## src/common/clk_switch_defines.vh

```
// clock switch constants: register offsets, field positions, reset values, timing
// assumes inclusion by the clock switch rtl files and testbench only
`ifndef CLK_SWITCH_DEFINES_VH
`define CLK_SWITCH_DEFINES_VH

// ----------------------------------------
// register byte offsets
// ----------------------------------------
`define OSC_CTRL_OFS 8'h00
`define OSC_STAT_OFS 8'h04
`define OSC_CMD_OFS 8'h08

// ----------------------------------------
// control and command field positions
// ----------------------------------------
`define CTRL_SRC_LO 0
`define CTRL_SRC_HI 1
`define CTRL_IDLE_BIT 2
`define CTRL_DIV_LO 4
`define CTRL_DIV_HI 6
`define CTRL_T1_BIT 8
`define CTRL_WDT_BIT 9
`define CTRL_RCMODE_BIT 10
`define CTRL_RESET 32'h0000_0000
`define CMD_PWRDN_BIT 0
`define CMD_WAKE_BIT 1

// ----------------------------------------
// clock source select codes
// ----------------------------------------
`define SRC_PRI 2'h0
`define SRC_SEC 2'h1
`define SRC_INT 2'h2
`define SRC_INT_ALT 2'h3

// ----------------------------------------
// switch pause in new-clock periods
// ----------------------------------------
`define PAUSE_CYCLES 4'h8
`define PAUSE_CNT_W 4

`endif

```

## src/rtl/sync_edge.v

```verilog
// two-flop synchroniser with rising edge output for one oscillator input
// assumes the oscillator is much slower than clk
`include "clk_switch_defines.vh"

module sync_edge (
	clk,
	nrst,
	d,
	level,
	rise
);
	input wire clk;
	input wire nrst;
	input wire d;
	output wire level;
	output wire rise;

	reg s1_r;
	reg s2_r;
	reg s3_r;

	// s1_r feeds s2_r only
	always @(posedge clk or negedge nrst)
	begin
		if (!nrst)
		begin
			s1_r <= 1'b0;
			s2_r <= 1'b0;
			s3_r <= 1'b0;
		end
		else
		begin
			s1_r <= d;
			s2_r <= s1_r;
			s3_r <= s2_r;
		end
	end

	assign level = s2_r;
	assign rise = s2_r & ~s3_r;
endmodule

```

## src/rtl/axil_regs.v

```verilog
// axi4-lite slave holding control, status and command registers
// assumes one outstanding write and one read from the master
`include "clk_switch_defines.vh"

module axil_regs (
	clk,
	nrst,
	s_axi_awaddr,
	s_axi_awvalid,
	s_axi_awready,
	s_axi_wdata,
	s_axi_wstrb,
	s_axi_wvalid,
	s_axi_wready,
	s_axi_bresp,
	s_axi_bvalid,
	s_axi_bready,
	s_axi_araddr,
	s_axi_arvalid,
	s_axi_arready,
	s_axi_rdata,
	s_axi_rresp,
	s_axi_rvalid,
	s_axi_rready,
	ctrl,
	status,
	pwrdn_pulse,
	wake_pulse
);
	input wire clk;
	input wire nrst;
	input wire [7:0] s_axi_awaddr;
	input wire s_axi_awvalid;
	output wire s_axi_awready;
	input wire [31:0] s_axi_wdata;
	input wire [3:0] s_axi_wstrb;
	input wire s_axi_wvalid;
	output wire s_axi_wready;
	output wire [1:0] s_axi_bresp;
	output reg s_axi_bvalid;
	input wire s_axi_bready;
	input wire [7:0] s_axi_araddr;
	input wire s_axi_arvalid;
	output wire s_axi_arready;
	output reg [31:0] s_axi_rdata;
	output reg [1:0] s_axi_rresp;
	output reg s_axi_rvalid;
	input wire s_axi_rready;
	output reg [31:0] ctrl;
	input wire [31:0] status;
	output reg pwrdn_pulse;
	output reg wake_pulse;

	reg aw_got_r;
	reg w_got_r;
	reg [7:0] awaddr_r;
	reg [31:0] wdata_r;
	reg [3:0] wstrb_r;
	reg bresp_err_r;
	wire aw_fire;
	wire w_fire;
	wire do_write;
	integer i;

	assign s_axi_awready = ~aw_got_r & ~s_axi_bvalid;
	assign s_axi_wready = ~w_got_r & ~s_axi_bvalid;
	assign aw_fire = s_axi_awvalid & s_axi_awready;
	assign w_fire = s_axi_wvalid & s_axi_wready;
	assign do_write = aw_got_r & w_got_r;
	assign s_axi_bresp = bresp_err_r ? 2'h2 : 2'h0;
	assign s_axi_arready = ~s_axi_rvalid;

	// ----------------------------------------
	// write channel
	// ----------------------------------------
	always @(posedge clk or negedge nrst)
	begin
		if (!nrst)
		begin
			aw_got_r <= 1'b0;
			w_got_r <= 1'b0;
			awaddr_r <= 8'h00;
			wdata_r <= 32'h0000_0000;
			wstrb_r <= 4'h0;
			s_axi_bvalid <= 1'b0;
			bresp_err_r <= 1'b0;
			ctrl <= `CTRL_RESET;
			pwrdn_pulse <= 1'b0;
			wake_pulse <= 1'b0;
		end
		else
		begin
			pwrdn_pulse <= 1'b0;
			wake_pulse <= 1'b0;
			if (aw_fire)
			begin
				aw_got_r <= 1'b1;
				awaddr_r <= s_axi_awaddr;
			end
			if (w_fire)
			begin
				w_got_r <= 1'b1;
				wdata_r <= s_axi_wdata;
				wstrb_r <= s_axi_wstrb;
			end
			if (do_write)
			begin
				aw_got_r <= 1'b0;
				w_got_r <= 1'b0;
				s_axi_bvalid <= 1'b1;
				bresp_err_r <= 1'b0;
				case ({awaddr_r[7:2], 2'b00})
					`OSC_CTRL_OFS:
					begin
						for (i = 0; i < 4; i = i + 1)
							if (wstrb_r[i])
								ctrl[i*8 +: 8] <= wdata_r[i*8 +: 8];
					end
					`OSC_STAT_OFS:
						bresp_err_r <= 1'b0;
					`OSC_CMD_OFS:
					begin
						pwrdn_pulse <= wstrb_r[0] & wdata_r[`CMD_PWRDN_BIT];
						wake_pulse <= wstrb_r[0] & wdata_r[`CMD_WAKE_BIT];
					end
					default:
						bresp_err_r <= 1'b1;
				endcase
			end
			else if (s_axi_bvalid && s_axi_bready)
				s_axi_bvalid <= 1'b0;
		end
	end

	// ----------------------------------------
	// read channel
	// ----------------------------------------
	always @(posedge clk or negedge nrst)
	begin
		if (!nrst)
		begin
			s_axi_rvalid <= 1'b0;
			s_axi_rdata <= 32'h0000_0000;
			s_axi_rresp <= 2'h0;
		end
		else if (s_axi_arvalid && s_axi_arready)
		begin
			s_axi_rvalid <= 1'b1;
			s_axi_rresp <= 2'h0;
			case ({s_axi_araddr[7:2], 2'b00})
				`OSC_CTRL_OFS:
					s_axi_rdata <= ctrl;
				`OSC_STAT_OFS:
					s_axi_rdata <= status;
				`OSC_CMD_OFS:
					s_axi_rdata <= 32'h0000_0000;
				default:
				begin
					s_axi_rdata <= 32'h0000_0000;
					s_axi_rresp <= 2'h2;
				end
			endcase
		end
		else if (s_axi_rvalid && s_axi_rready)
			s_axi_rvalid <= 1'b0;
	end
endmodule

```

## src/rtl/power_mode_clock_switch.v

```verilog
// power-managed mode controller and glitch-free system clock switch
// assumes oscillators arrive as slow square waves sampled on clk;
// the system clock is produced as a clk-domain level (clock enable style)
//
// Chosen here: the AXI4-Lite interface to the registers and the register offsets.
`include "clk_switch_defines.vh"

module power_mode_clock_switch #(
	parameter DIV_W = 3
) (
	clk,
	nrst,
	s_axi_awaddr,
	s_axi_awvalid,
	s_axi_awready,
	s_axi_wdata,
	s_axi_wstrb,
	s_axi_wvalid,
	s_axi_wready,
	s_axi_bresp,
	s_axi_bvalid,
	s_axi_bready,
	s_axi_araddr,
	s_axi_arvalid,
	s_axi_arready,
	s_axi_rdata,
	s_axi_rresp,
	s_axi_rvalid,
	s_axi_rready,
	primary_osc_in_pin,
	low_power_timer_osc_in,
	fast_internal_osc_in,
	slow_internal_osc_in,
	timer_needs_osc,
	primary_osc_en,
	low_power_timer_osc_en,
	fast_internal_osc_en,
	slow_internal_osc_en,
	primary_osc_out_pin,
	primary_osc_out_pin_oe,
	sys_clk,
	core_clk,
	periph_clk,
	in_sleep
);
	input wire clk;
	input wire nrst;
	input wire [7:0] s_axi_awaddr;
	input wire s_axi_awvalid;
	output wire s_axi_awready;
	input wire [31:0] s_axi_wdata;
	input wire [3:0] s_axi_wstrb;
	input wire s_axi_wvalid;
	output wire s_axi_wready;
	output wire [1:0] s_axi_bresp;
	output wire s_axi_bvalid;
	input wire s_axi_bready;
	input wire [7:0] s_axi_araddr;
	input wire s_axi_arvalid;
	output wire s_axi_arready;
	output wire [31:0] s_axi_rdata;
	output wire [1:0] s_axi_rresp;
	output wire s_axi_rvalid;
	input wire s_axi_rready;
	input wire primary_osc_in_pin;
	input wire low_power_timer_osc_in;
	input wire fast_internal_osc_in;
	input wire slow_internal_osc_in;
	input wire timer_needs_osc;
	output reg primary_osc_en;
	output reg low_power_timer_osc_en;
	output reg fast_internal_osc_en;
	output reg slow_internal_osc_en;
	output reg primary_osc_out_pin;
	output reg primary_osc_out_pin_oe;
	output reg sys_clk;
	output reg core_clk;
	output reg periph_clk;
	output reg in_sleep;

	// ----------------------------------------
	// states
	// ----------------------------------------
	localparam ST_RUN = 2'h0;
	localparam ST_GATE = 2'h1;
	localparam ST_PAUSE = 2'h2;
	localparam ST_SLEEP = 2'h3;

	// src index used by the mux: 0 primary, 1 timer osc, 2 fast internal, 3 slow internal
	localparam NSRC = 4;

	wire [31:0] ctrl;
	wire [31:0] status;
	wire pwrdn_pulse;
	wire wake_pulse;
	wire [NSRC-1:0] src_lvl;
	wire [NSRC-1:0] src_rise;
	wire [1:0] sel_field;
	wire [DIV_W-1:0] div_sel;

	reg [1:0] state_r;
	reg [1:0] state_nxt;
	reg [1:0] act_src_r;
	reg [1:0] new_src_r;
	reg act_idle_r;
	reg new_idle_r;
	reg pm_active_r;
	reg [`PAUSE_CNT_W-1:0] pause_cnt_r;
	reg [DIV_W-1:0] div_cnt_r;
	reg div_clk_r;
	reg [1:0] quarter_cnt_r;
	reg sel_level;
	reg sel_rise;

	assign sel_field = ctrl[`CTRL_SRC_HI:`CTRL_SRC_LO];
	assign div_sel = ctrl[`CTRL_DIV_LO +: DIV_W];

	// map select field to mux index; slow direct needs its own input so fast can stop
	function [1:0] src_index;
		input [1:0] f;
		begin
			case (f)
				`SRC_PRI: src_index = 2'h0;
				`SRC_SEC: src_index = 2'h1;
				default: src_index = f;
			endcase
		end
	endfunction

	// ----------------------------------------
	// oscillator synchronisers
	// ----------------------------------------
	genvar g;
	generate
		for (g = 0; g < NSRC; g = g + 1)
		begin : g_sync
			wire raw;
			if (g == 0)
				assign raw = primary_osc_in_pin;
			else if (g == 1)
				assign raw = low_power_timer_osc_in;
			else if (g == 2)
				assign raw = div_sel == {DIV_W{1'b0}} ? fast_internal_osc_in : div_clk_r;
			else
				assign raw = slow_internal_osc_in;
			sync_edge u_sync (
				.clk(clk),
				.nrst(nrst),
				.d(raw),
				.level(src_lvl[g]),
				.rise(src_rise[g])
			);
		end
	endgenerate

	// ----------------------------------------
	// register slave
	// ----------------------------------------
	assign status = {24'h000000, in_sleep, act_idle_r, pm_active_r, state_r, 1'b0, act_src_r};

	axil_regs u_regs (
		.clk(clk),
		.nrst(nrst),
		.s_axi_awaddr(s_axi_awaddr),
		.s_axi_awvalid(s_axi_awvalid),
		.s_axi_awready(s_axi_awready),
		.s_axi_wdata(s_axi_wdata),
		.s_axi_wstrb(s_axi_wstrb),
		.s_axi_wvalid(s_axi_wvalid),
		.s_axi_wready(s_axi_wready),
		.s_axi_bresp(s_axi_bresp),
		.s_axi_bvalid(s_axi_bvalid),
		.s_axi_bready(s_axi_bready),
		.s_axi_araddr(s_axi_araddr),
		.s_axi_arvalid(s_axi_arvalid),
		.s_axi_arready(s_axi_arready),
		.s_axi_rdata(s_axi_rdata),
		.s_axi_rresp(s_axi_rresp),
		.s_axi_rvalid(s_axi_rvalid),
		.s_axi_rready(s_axi_rready),
		.ctrl(ctrl),
		.status(status),
		.pwrdn_pulse(pwrdn_pulse),
		.wake_pulse(wake_pulse)
	);

	// ----------------------------------------
	// internal divider, counts raw fast edges
	// ----------------------------------------
	reg fast_d1_r;
	reg fast_d2_r;
	reg fast_d3_r;
	always @(posedge clk or negedge nrst)
	begin
		if (!nrst)
		begin
			fast_d1_r <= 1'b0;
			fast_d2_r <= 1'b0;
			fast_d3_r <= 1'b0;
			div_cnt_r <= {DIV_W{1'b0}};
			div_clk_r <= 1'b0;
		end
		else
		begin
			fast_d1_r <= fast_internal_osc_in;
			fast_d2_r <= fast_d1_r;
			fast_d3_r <= fast_d2_r;
			if (fast_d2_r && !fast_d3_r)
			begin
				if (div_cnt_r >= div_sel)
				begin
					div_cnt_r <= {DIV_W{1'b0}};
					div_clk_r <= ~div_clk_r;
				end
				else
					div_cnt_r <= div_cnt_r + {{(DIV_W-1){1'b0}}, 1'b1};
			end
		end
	end

	// ----------------------------------------
	// selected source views
	// ----------------------------------------
	always @*
	begin
		sel_level = 1'b0;
		sel_rise = 1'b0;
		case (state_r)
			ST_PAUSE:
			begin
				sel_level = src_lvl[new_src_r];
				sel_rise = src_rise[new_src_r];
			end
			default:
			begin
				sel_level = src_lvl[act_src_r];
				sel_rise = src_rise[act_src_r];
			end
		endcase
	end

	// ----------------------------------------
	// mode state machine
	// ----------------------------------------
	always @*
	begin
		state_nxt = state_r;
		case (state_r)
			ST_RUN:
				if (pwrdn_pulse)
					state_nxt = ST_GATE;
			ST_GATE:
				if (!sel_level)
					state_nxt = sleep_sel(new_idle_r, pm_active_r) ? ST_SLEEP : ST_PAUSE;
			ST_PAUSE:
				if (sel_rise && pause_cnt_r == `PAUSE_CYCLES)
					state_nxt = ST_RUN;
			ST_SLEEP:
				if (wake_pulse)
					state_nxt = ST_PAUSE;
			default:
				state_nxt = ST_RUN;
		endcase
	end

	// sleep: idle bit set with primary select means the primary idle mode,
	// so sleep is taken as idle bit clear on a power-down command
	function sleep_sel;
		input idle;
		input pm;
		begin
			sleep_sel = pm & ~idle;
		end
	endfunction

	always @(posedge clk or negedge nrst)
	begin
		if (!nrst)
		begin
			state_r <= ST_RUN;
			act_src_r <= 2'h0;
			new_src_r <= 2'h0;
			act_idle_r <= 1'b0;
			new_idle_r <= 1'b0;
			pm_active_r <= 1'b0;
			pause_cnt_r <= {`PAUSE_CNT_W{1'b0}};
		end
		else
		begin
			state_r <= state_nxt;
			if (state_r == ST_RUN && pwrdn_pulse)
			begin
				new_src_r <= src_index(sel_field);
				new_idle_r <= ctrl[`CTRL_IDLE_BIT];
				pm_active_r <= 1'b1;
			end
			if (state_r == ST_SLEEP && wake_pulse)
			begin
				new_src_r <= 2'h0;
				new_idle_r <= 1'b0;
				pm_active_r <= 1'b0;
			end
			if (state_r == ST_GATE && state_nxt == ST_SLEEP)
				act_idle_r <= 1'b1;
			if (state_r == ST_GATE || state_r == ST_SLEEP)
				pause_cnt_r <= {`PAUSE_CNT_W{1'b0}};
			else if (state_r == ST_PAUSE && sel_rise && pause_cnt_r != `PAUSE_CYCLES)
				pause_cnt_r <= pause_cnt_r + {{(`PAUSE_CNT_W-1){1'b0}}, 1'b1};
			if (state_r == ST_PAUSE && state_nxt == ST_RUN)
			begin
				act_src_r <= new_src_r;
				act_idle_r <= new_idle_r;
			end
		end
	end

	// ----------------------------------------
	// oscillator enables and clock outputs
	// ----------------------------------------
	always @(posedge clk or negedge nrst)
	begin
		if (!nrst)
		begin
			primary_osc_en <= 1'b1;
			low_power_timer_osc_en <= 1'b0;
			fast_internal_osc_en <= 1'b0;
			slow_internal_osc_en <= 1'b0;
			in_sleep <= 1'b0;
			sys_clk <= 1'b0;
			core_clk <= 1'b0;
			periph_clk <= 1'b0;
			quarter_cnt_r <= 2'h0;
			primary_osc_out_pin <= 1'b0;
			primary_osc_out_pin_oe <= 1'b0;
		end
		else
		begin
			in_sleep <= state_r == ST_SLEEP;
			// primary only survives in primary idle or plain run
			primary_osc_en <= state_r != ST_SLEEP &&
				(!pm_active_r || (new_src_r == 2'h0 && new_idle_r));
			low_power_timer_osc_en <= ctrl[`CTRL_T1_BIT] | timer_needs_osc |
				(state_r != ST_SLEEP && (new_src_r == 2'h1 || act_src_r == 2'h1));
			fast_internal_osc_en <= state_r != ST_SLEEP && (new_src_r == 2'h2 || act_src_r == 2'h2);
			slow_internal_osc_en <= ctrl[`CTRL_WDT_BIT] |
				(state_r != ST_SLEEP && (new_src_r == 2'h3 || act_src_r == 2'h3));
			// pause and gate phases hold the clock low: no runt pulse
			sys_clk <= state_r == ST_RUN && sel_level;
			periph_clk <= state_r == ST_RUN && sel_level;
			core_clk <= state_r == ST_RUN && sel_level && !(pm_active_r && act_idle_r);
			if (src_rise[0])
				quarter_cnt_r <= quarter_cnt_r + 2'h1;
			primary_osc_out_pin_oe <= ctrl[`CTRL_RCMODE_BIT];
			primary_osc_out_pin <= ctrl[`CTRL_RCMODE_BIT] & quarter_cnt_r[1];
		end
	end
endmodule

```

## config.mk

```make
export PLATFORM = sky130hd
export DESIGN_NAME = power_mode_clock_switch
export DESIGN_NICKNAME = d
export VERILOG_FILES = /design/src/rtl/sync_edge.v /design/src/rtl/axil_regs.v /design/src/rtl/power_mode_clock_switch.v
export VERILOG_INCLUDE_DIRS = /design/src /design/src/common
export SDC_FILE = /design/constraint.sdc
export NUM_CORES = 1
export LEC_CHECK = 0
export ABC_AREA = 1
export BUFFER_PORTS_ARGS = -buffer_cell sky130_fd_sc_hd__buf_2
export CORE_MARGIN = 4
export CORE_UTILIZATION = 35
export CTS_CLUSTER_SIZE = 28
export DETAILED_ROUTE_END_ITERATION = 12
export GPL_TIMING_DRIVEN = 0
export PLACE_DENSITY = 0.59
export SETUP_SLACK_MARGIN = 0.02
export SLEW_MARGIN = 30
export SYNTH_ARGS = -nofsm -noshare
export SYNTH_HDL_FRONTEND = slang
export SYNTH_SLANG_ARGS = --single-unit
```

## constraint.sdc

```tcl
create_clock -name clk -period 1.4 [get_ports clk]
set_clock_uncertainty 0.05 [all_clocks]
set_input_delay 0.14 -clock clk [delete_from_list [all_inputs] [get_ports clk]]
set_output_delay 0.14 -clock clk [all_outputs]
set_load 0.01 [all_outputs]
```

==> Implementation_results.wiki <==
{| class="wikitable"
! Metric !! Value
|-
| Count of state elements after synthesis || about 160
|-
| Maximum level of the CTS H-tree || 4
|-
| Hold path startpoint || s_axi_arvalid
|-
| Count of different cell masters after synthesis || 37
|-
| Count of nets after finishing || 913
|-
| Asr flop ratio synth || 100%
|-
| Routed metal-1 wirelength || 7.44 mm
|-
| Type of the worst setup path || flop to flop
|-
| Most frequently used cell type in the post-synthesis netlist || sky130_fd_sc_hd__dfrtp_1
|-
| Aggregate global routing overflow || 0
|-
| Worst slack at placement || -0.561 ns
|-
| Startpoint type of the worst setup path || flop
|-
| First-pass iteration count of the detailed router || 4
|-
| Num CTS Buffers || 17
|-
| Seq/Total Area, Yosys || between 60 and 70%
|-
| Number of port buffers || ~110
|-
| Post-detail-place hpwl || around 11 mm
|-
| Number of flops mapped to enable cells by yosys || 0
|-
| Clock tree buffer depth || 2
|-
| Worst Path Required || 1.67 ns
|-
| Maximum number of pins on one net before global-route repair || between 50 and 60
|-
| Nature of the critical path endpoint || flop
|-
| Number of max-slew violations in the final report || 0
|-
| Synthesis Warnings || 0
|-
| Commonest cells in the netlist || sky130_fd_sc_hd__dfrtp_1 (156), sky130_fd_sc_hd__nand2_1 (130), sky130_fd_sc_hd__inv_1 (70)
|-
| Failing checks || negative setup slack
|-
| Cell area reported after detailed placement || 7360 um^2
|-
| Count of antenna-violating nets left after detailed routing || 0
|-
| Largest stage delay on the critical path || between 0.3 and 0.4 ns
|-
| Number of remaining DRC errors || 0
|-
| Filler cell count in the final layout || 1,650
|-
| Cell taking the most area after synthesis || sky130_fd_sc_hd__dfrtp_1
|-
| Root Driver || sky130_fd_sc_hd__clkbuf_16
|-
| RSZ-0062 raised after global routing || yes
|-
| Total length of routed met2 wires || about 7.7 mm
|-
| Gr usage total || ~16%
|-
| Main area contributors after synthesis || sky130_fd_sc_hd__dfrtp_1 (60%), sky130_fd_sc_hd__nand2_1 (7.5%), sky130_fd_sc_hd__o21ai_2 (4.3%)
|-
| Mapped Area || ~6500 um^2
|-
| Endpoint of the most critical register-to-register path || u_regs.ctrl[30]
|-
| Fin crit share || 102%
|-
| Sum of met3 wire segment lengths after detailed routing || 743 um
|-
| Initial detailed-routing violation count || 220
|-
| Cell with the largest stage delay on the worst path || sky130_fd_sc_hd__dfrtp_1
|-
| Depth of the most critical reg-to-reg path || 8
|-
| Post-synth top flop || sky130_fd_sc_hd__dfrtp_1
|-
| Routed length per instance || ~15 um
|-
| Number of vias per cell || about 4.6
|-
| MaxCap Viol Count || 0
|-
| Final hold violations || 0
|-
| Clock slew at reported path FFs || approximately 0.070 ns
|-
| Vias in the first global route || ~5,000
|-
| Total die area || approximately 21,000 um^2
|-
| First-pass GRT wire length || around 26 mm
|-
| Count of final setup violators || 21
|-
| Syn avg cell area || 10.1 um^2
|-
| CTS tree || built
|-
| Core Box Area || around 18,000 um^2
|-
| Leakage power || between 4 and 5 nW
|-
| Run status || complete, but fails checks
|-
| Number of placed I/O pins || about 120
|-
| Number of antenna violations at the first check in global routing || 0
|-
| Reg2reg start || u_regs.awaddr_r[4]
|-
| R2R Setup Slk || -0.03 ns
|-
| Buffering stage count on the worst path with inverters included || 2
|-
| Post-route cell area || 9060 um^2
|-
| Fraction of layout instances using a drive strength above 1 || between 30% and 40%
|-
| Source-to-sink clock delay at the later pin of the worst-skew pair || roughly 0.43 ns
|-
| Final critical-path required period || between 1 and 1.5 ns
|-
| Top routing layer in use || met4
|-
| Diodes inserted || 0
|-
| Initial standard-cell utilization of the core || a little over a third
|-
| Final Wtd Congestion || approximately 0.81
|-
| Signed area change from the synthesized netlist to the final layout || 40.1%
|-
| Final WS setup || -0.0348 ns
|-
| Cell depth of the worst min-delay path || 4
|-
| X dimension of the die || around 140 um
|-
| Max Fclk || around 0.70 GHz
|-
| # clock sinks || 157
|-
| Maximum net fanout on the critical path || 10
|-
| Ratio of total power to cell area || about 1700 nW/um^2
|-
| Most used cell, CP || sky130_fd_sc_hd__nand2_2
|-
| Total number of placement rows || 49
|-
| Critical path, cell by cell || nor2_2 > nand2_2 > nor2_8 > buf_4 > nand3_4 > buf_12 > nand2_2 > o21ai_2
|-
| Core utilization of the finished layout || between 50% and 60%
|-
| Height of the die || 144 um
|-
| Number of vias in the routed layout || between 4,000 and 5,000
|-
| Min-delay worst type || primary input to flop
|-
| Endpoint, Worst Hold || u_regs.s_axi_rresp[1]
|-
| Worst EP arrival || roughly 1.7 ns
|-
| Share of the synthesized area in the top cell type || 60.4%
|-
| Final routed wirelength across all metal layers || ~16 mm
|-
| Count of mapped cells out of synthesis || 637
|-
| Top delay family on crit path || simple AND/OR/NAND/NOR gates
|-
| Maximum resistive drop on vdd || 1.03 mV
|}
kinds of logic (layout without fill, tap and decap cells):
family	Yosys count	in the layout	synth area share [%]
flip-flops	157	157	60.8
adder cells (fa/ha/maj)	6	6	1.16
multiplexers	9	9	1.57
buffers and inverters	97	315	7.03
other	1	2	0.0580
AND/OR/NAND/NOR	233	233	16.3
XOR/XNOR	5	5	0.677
AO/OA/AOI/OAI	129	129	12.4
sequential cells by signal (all words and copies together), names as in the netlist, 2 cells and up:
register,cells
new_src_r,2
quarter_cnt_r,2
g_sync.u_sync.level,4
u_regs.wstrb_r,4
div_cnt_r,3
g_sync.u_sync.s3_r,4
u_regs.awaddr_r,6
g_sync.u_sync.s1_r,4
u_regs.s_axi_rdata,32
state_r,2
u_regs.wdata_r,32
pause_cnt_r,4
u_regs.ctrl,32
act_src_r,2
placed cells by master (no fill, tap or decap), types with 3 or more instances in the layout:
| cell type | synthesis | final |
|---|---|---|
| sky130_fd_sc_hd__nand3_1 | 21 | 17 |
| sky130_fd_sc_hd__buf_2 | 9 | 110 |
| sky130_fd_sc_hd__ha_1 | 6 | 4 |
| sky130_fd_sc_hd__nor2_1 | 55 | 45 |
| sky130_fd_sc_hd__o21ai_2 | 32 | 35 |
| sky130_fd_sc_hd__o22ai_1 | 8 | 8 |
| sky130_fd_sc_hd__dlygate4sd3_1 | 0 | 52 |
| sky130_fd_sc_hd__buf_12 | 0 | 3 |
| sky130_fd_sc_hd__dfrtp_1 | 156 | 152 |
| sky130_fd_sc_hd__dfrtp_2 | 0 | 4 |
| sky130_fd_sc_hd__nand2_1 | 130 | 109 |
| sky130_fd_sc_hd__inv_1 | 70 | 61 |
| sky130_fd_sc_hd__inv_6 | 0 | 5 |
| sky130_fd_sc_hd__nand2_2 | 11 | 17 |
| sky130_fd_sc_hd__a21oi_1 | 40 | 39 |
| sky130_fd_sc_hd__nand2_4 | 1 | 16 |
| sky130_fd_sc_hd__mux2_2 | 9 | 9 |
| sky130_fd_sc_hd__buf_6 | 8 | 9 |
| sky130_fd_sc_hd__inv_2 | 2 | 9 |
| sky130_fd_sc_hd__xor2_1 | 3 | 3 |
| sky130_fd_sc_hd__a31oi_1 | 3 | 3 |
| sky130_fd_sc_hd__nand3_4 | 4 | 5 |
| sky130_fd_sc_hd__o21ai_1 | 28 | 29 |
| sky130_fd_sc_hd__nand3_2 | 0 | 3 |
| sky130_fd_sc_hd__clkbuf_16 | 0 | 17 |
| sky130_fd_sc_hd__clkinv_4 | 0 | 3 |
| sky130_fd_sc_hd__buf_16 | 0 | 3 |
| sky130_fd_sc_hd__buf_4 | 5 | 26 |
| sky130_fd_sc_hd__nor2_2 | 2 | 7 |
| sky130_fd_sc_hd__buf_8 | 0 | 4 |
| sky130_fd_sc_hd__nor2_4 | 0 | 5 |
| sky130_fd_sc_hd__o21ai_0 | 12 | 8 |
metal layers:
layer	track usage, %	up-vias
met5	0	-
met4	5.25	0
met3	4.46	14
met2	25.4	111
met1	22.0	2375
li1	-	2477
report_power, final:
part | leakage [nW] | internal, mW | total, mW | switching, mW
Clock | 0.290 | 2.71 | 4.68 | 1.98
Combinational | 2.24 | 1.83 | 4.04 | 2.21
Sequential | 1.95 | 5.88 | 6.73 | 0.848
Total | 4.48 | 10.4 | 15.4 | 5.04
area by class of cell:
| class | count | area [um^2] | area share, % |
|---|---|---|---|
| Buffer | 25 | 231 | 2.55 |
| Timing Repair Buffer | 186 | 1360 | 15.1 |
| Multi-Input combinational cell | 384 | 2370 | 26.1 |
| Inverter | 72 | 278 | 3.07 |
| Sequential cell | 157 | 3940 | 43.4 |
| Tap cell | 229 | 287 | 3.16 |
| Clock inverter | 14 | 158 | 1.74 |
| Clock buffer | 18 | 439 | 4.85 |
tightest hold or removal path, stage by stage:
cell and delay (ns):
sky130_fd_sc_hd__buf_2 0.10, sky130_fd_sc_hd__nand2_4 0.12, sky130_fd_sc_hd__nand2_1 0.08, sky130_fd_sc_hd__o21ai_1 0.05
timing repair:
action / in CTS / in global routing
cloned: 1 / 0
hold buffers: 52 / 0
pin swaps: 10 / 20
buffers inserted: 16 / 7
gates resized for setup: 54 / 58
setup endpoints to repair: 87 / 106
endpoints found under the hold margin: 157 / 0
stage by stage:
step	setup TNS, ns	instances	power (mW)	hold WS, ns
3_5_place_dp	-12.40	977	10.1	0.0338
5_1_grt	-2.73	1085	16.4	0.0758
4_1_cts	-0.986	1078	15.3	0.0540
3_3_place_gp	-372.78	975	9.95	0.199
2_1_floorplan	0	638	8.99	-0.206
6_report	-0.406	1085	15.4	0.0556
worst max path at each step:
stage,startpoint,to,cells after the start
2_1_floorplan,div_cnt_r[0],div_clk_r,8
3_3_place_gp,nrst,u_regs.wdata_r[26],1
3_5_place_dp,u_regs.s_axi_rvalid,u_regs.s_axi_rvalid,4
4_1_cts,u_regs.awaddr_r[5],u_regs.ctrl[31],8
5_1_grt,u_regs.awaddr_r[4],u_regs.ctrl[11],8
6_report,u_regs.awaddr_r[4],u_regs.ctrl[30],8
(Power assumes the default switching activity.)
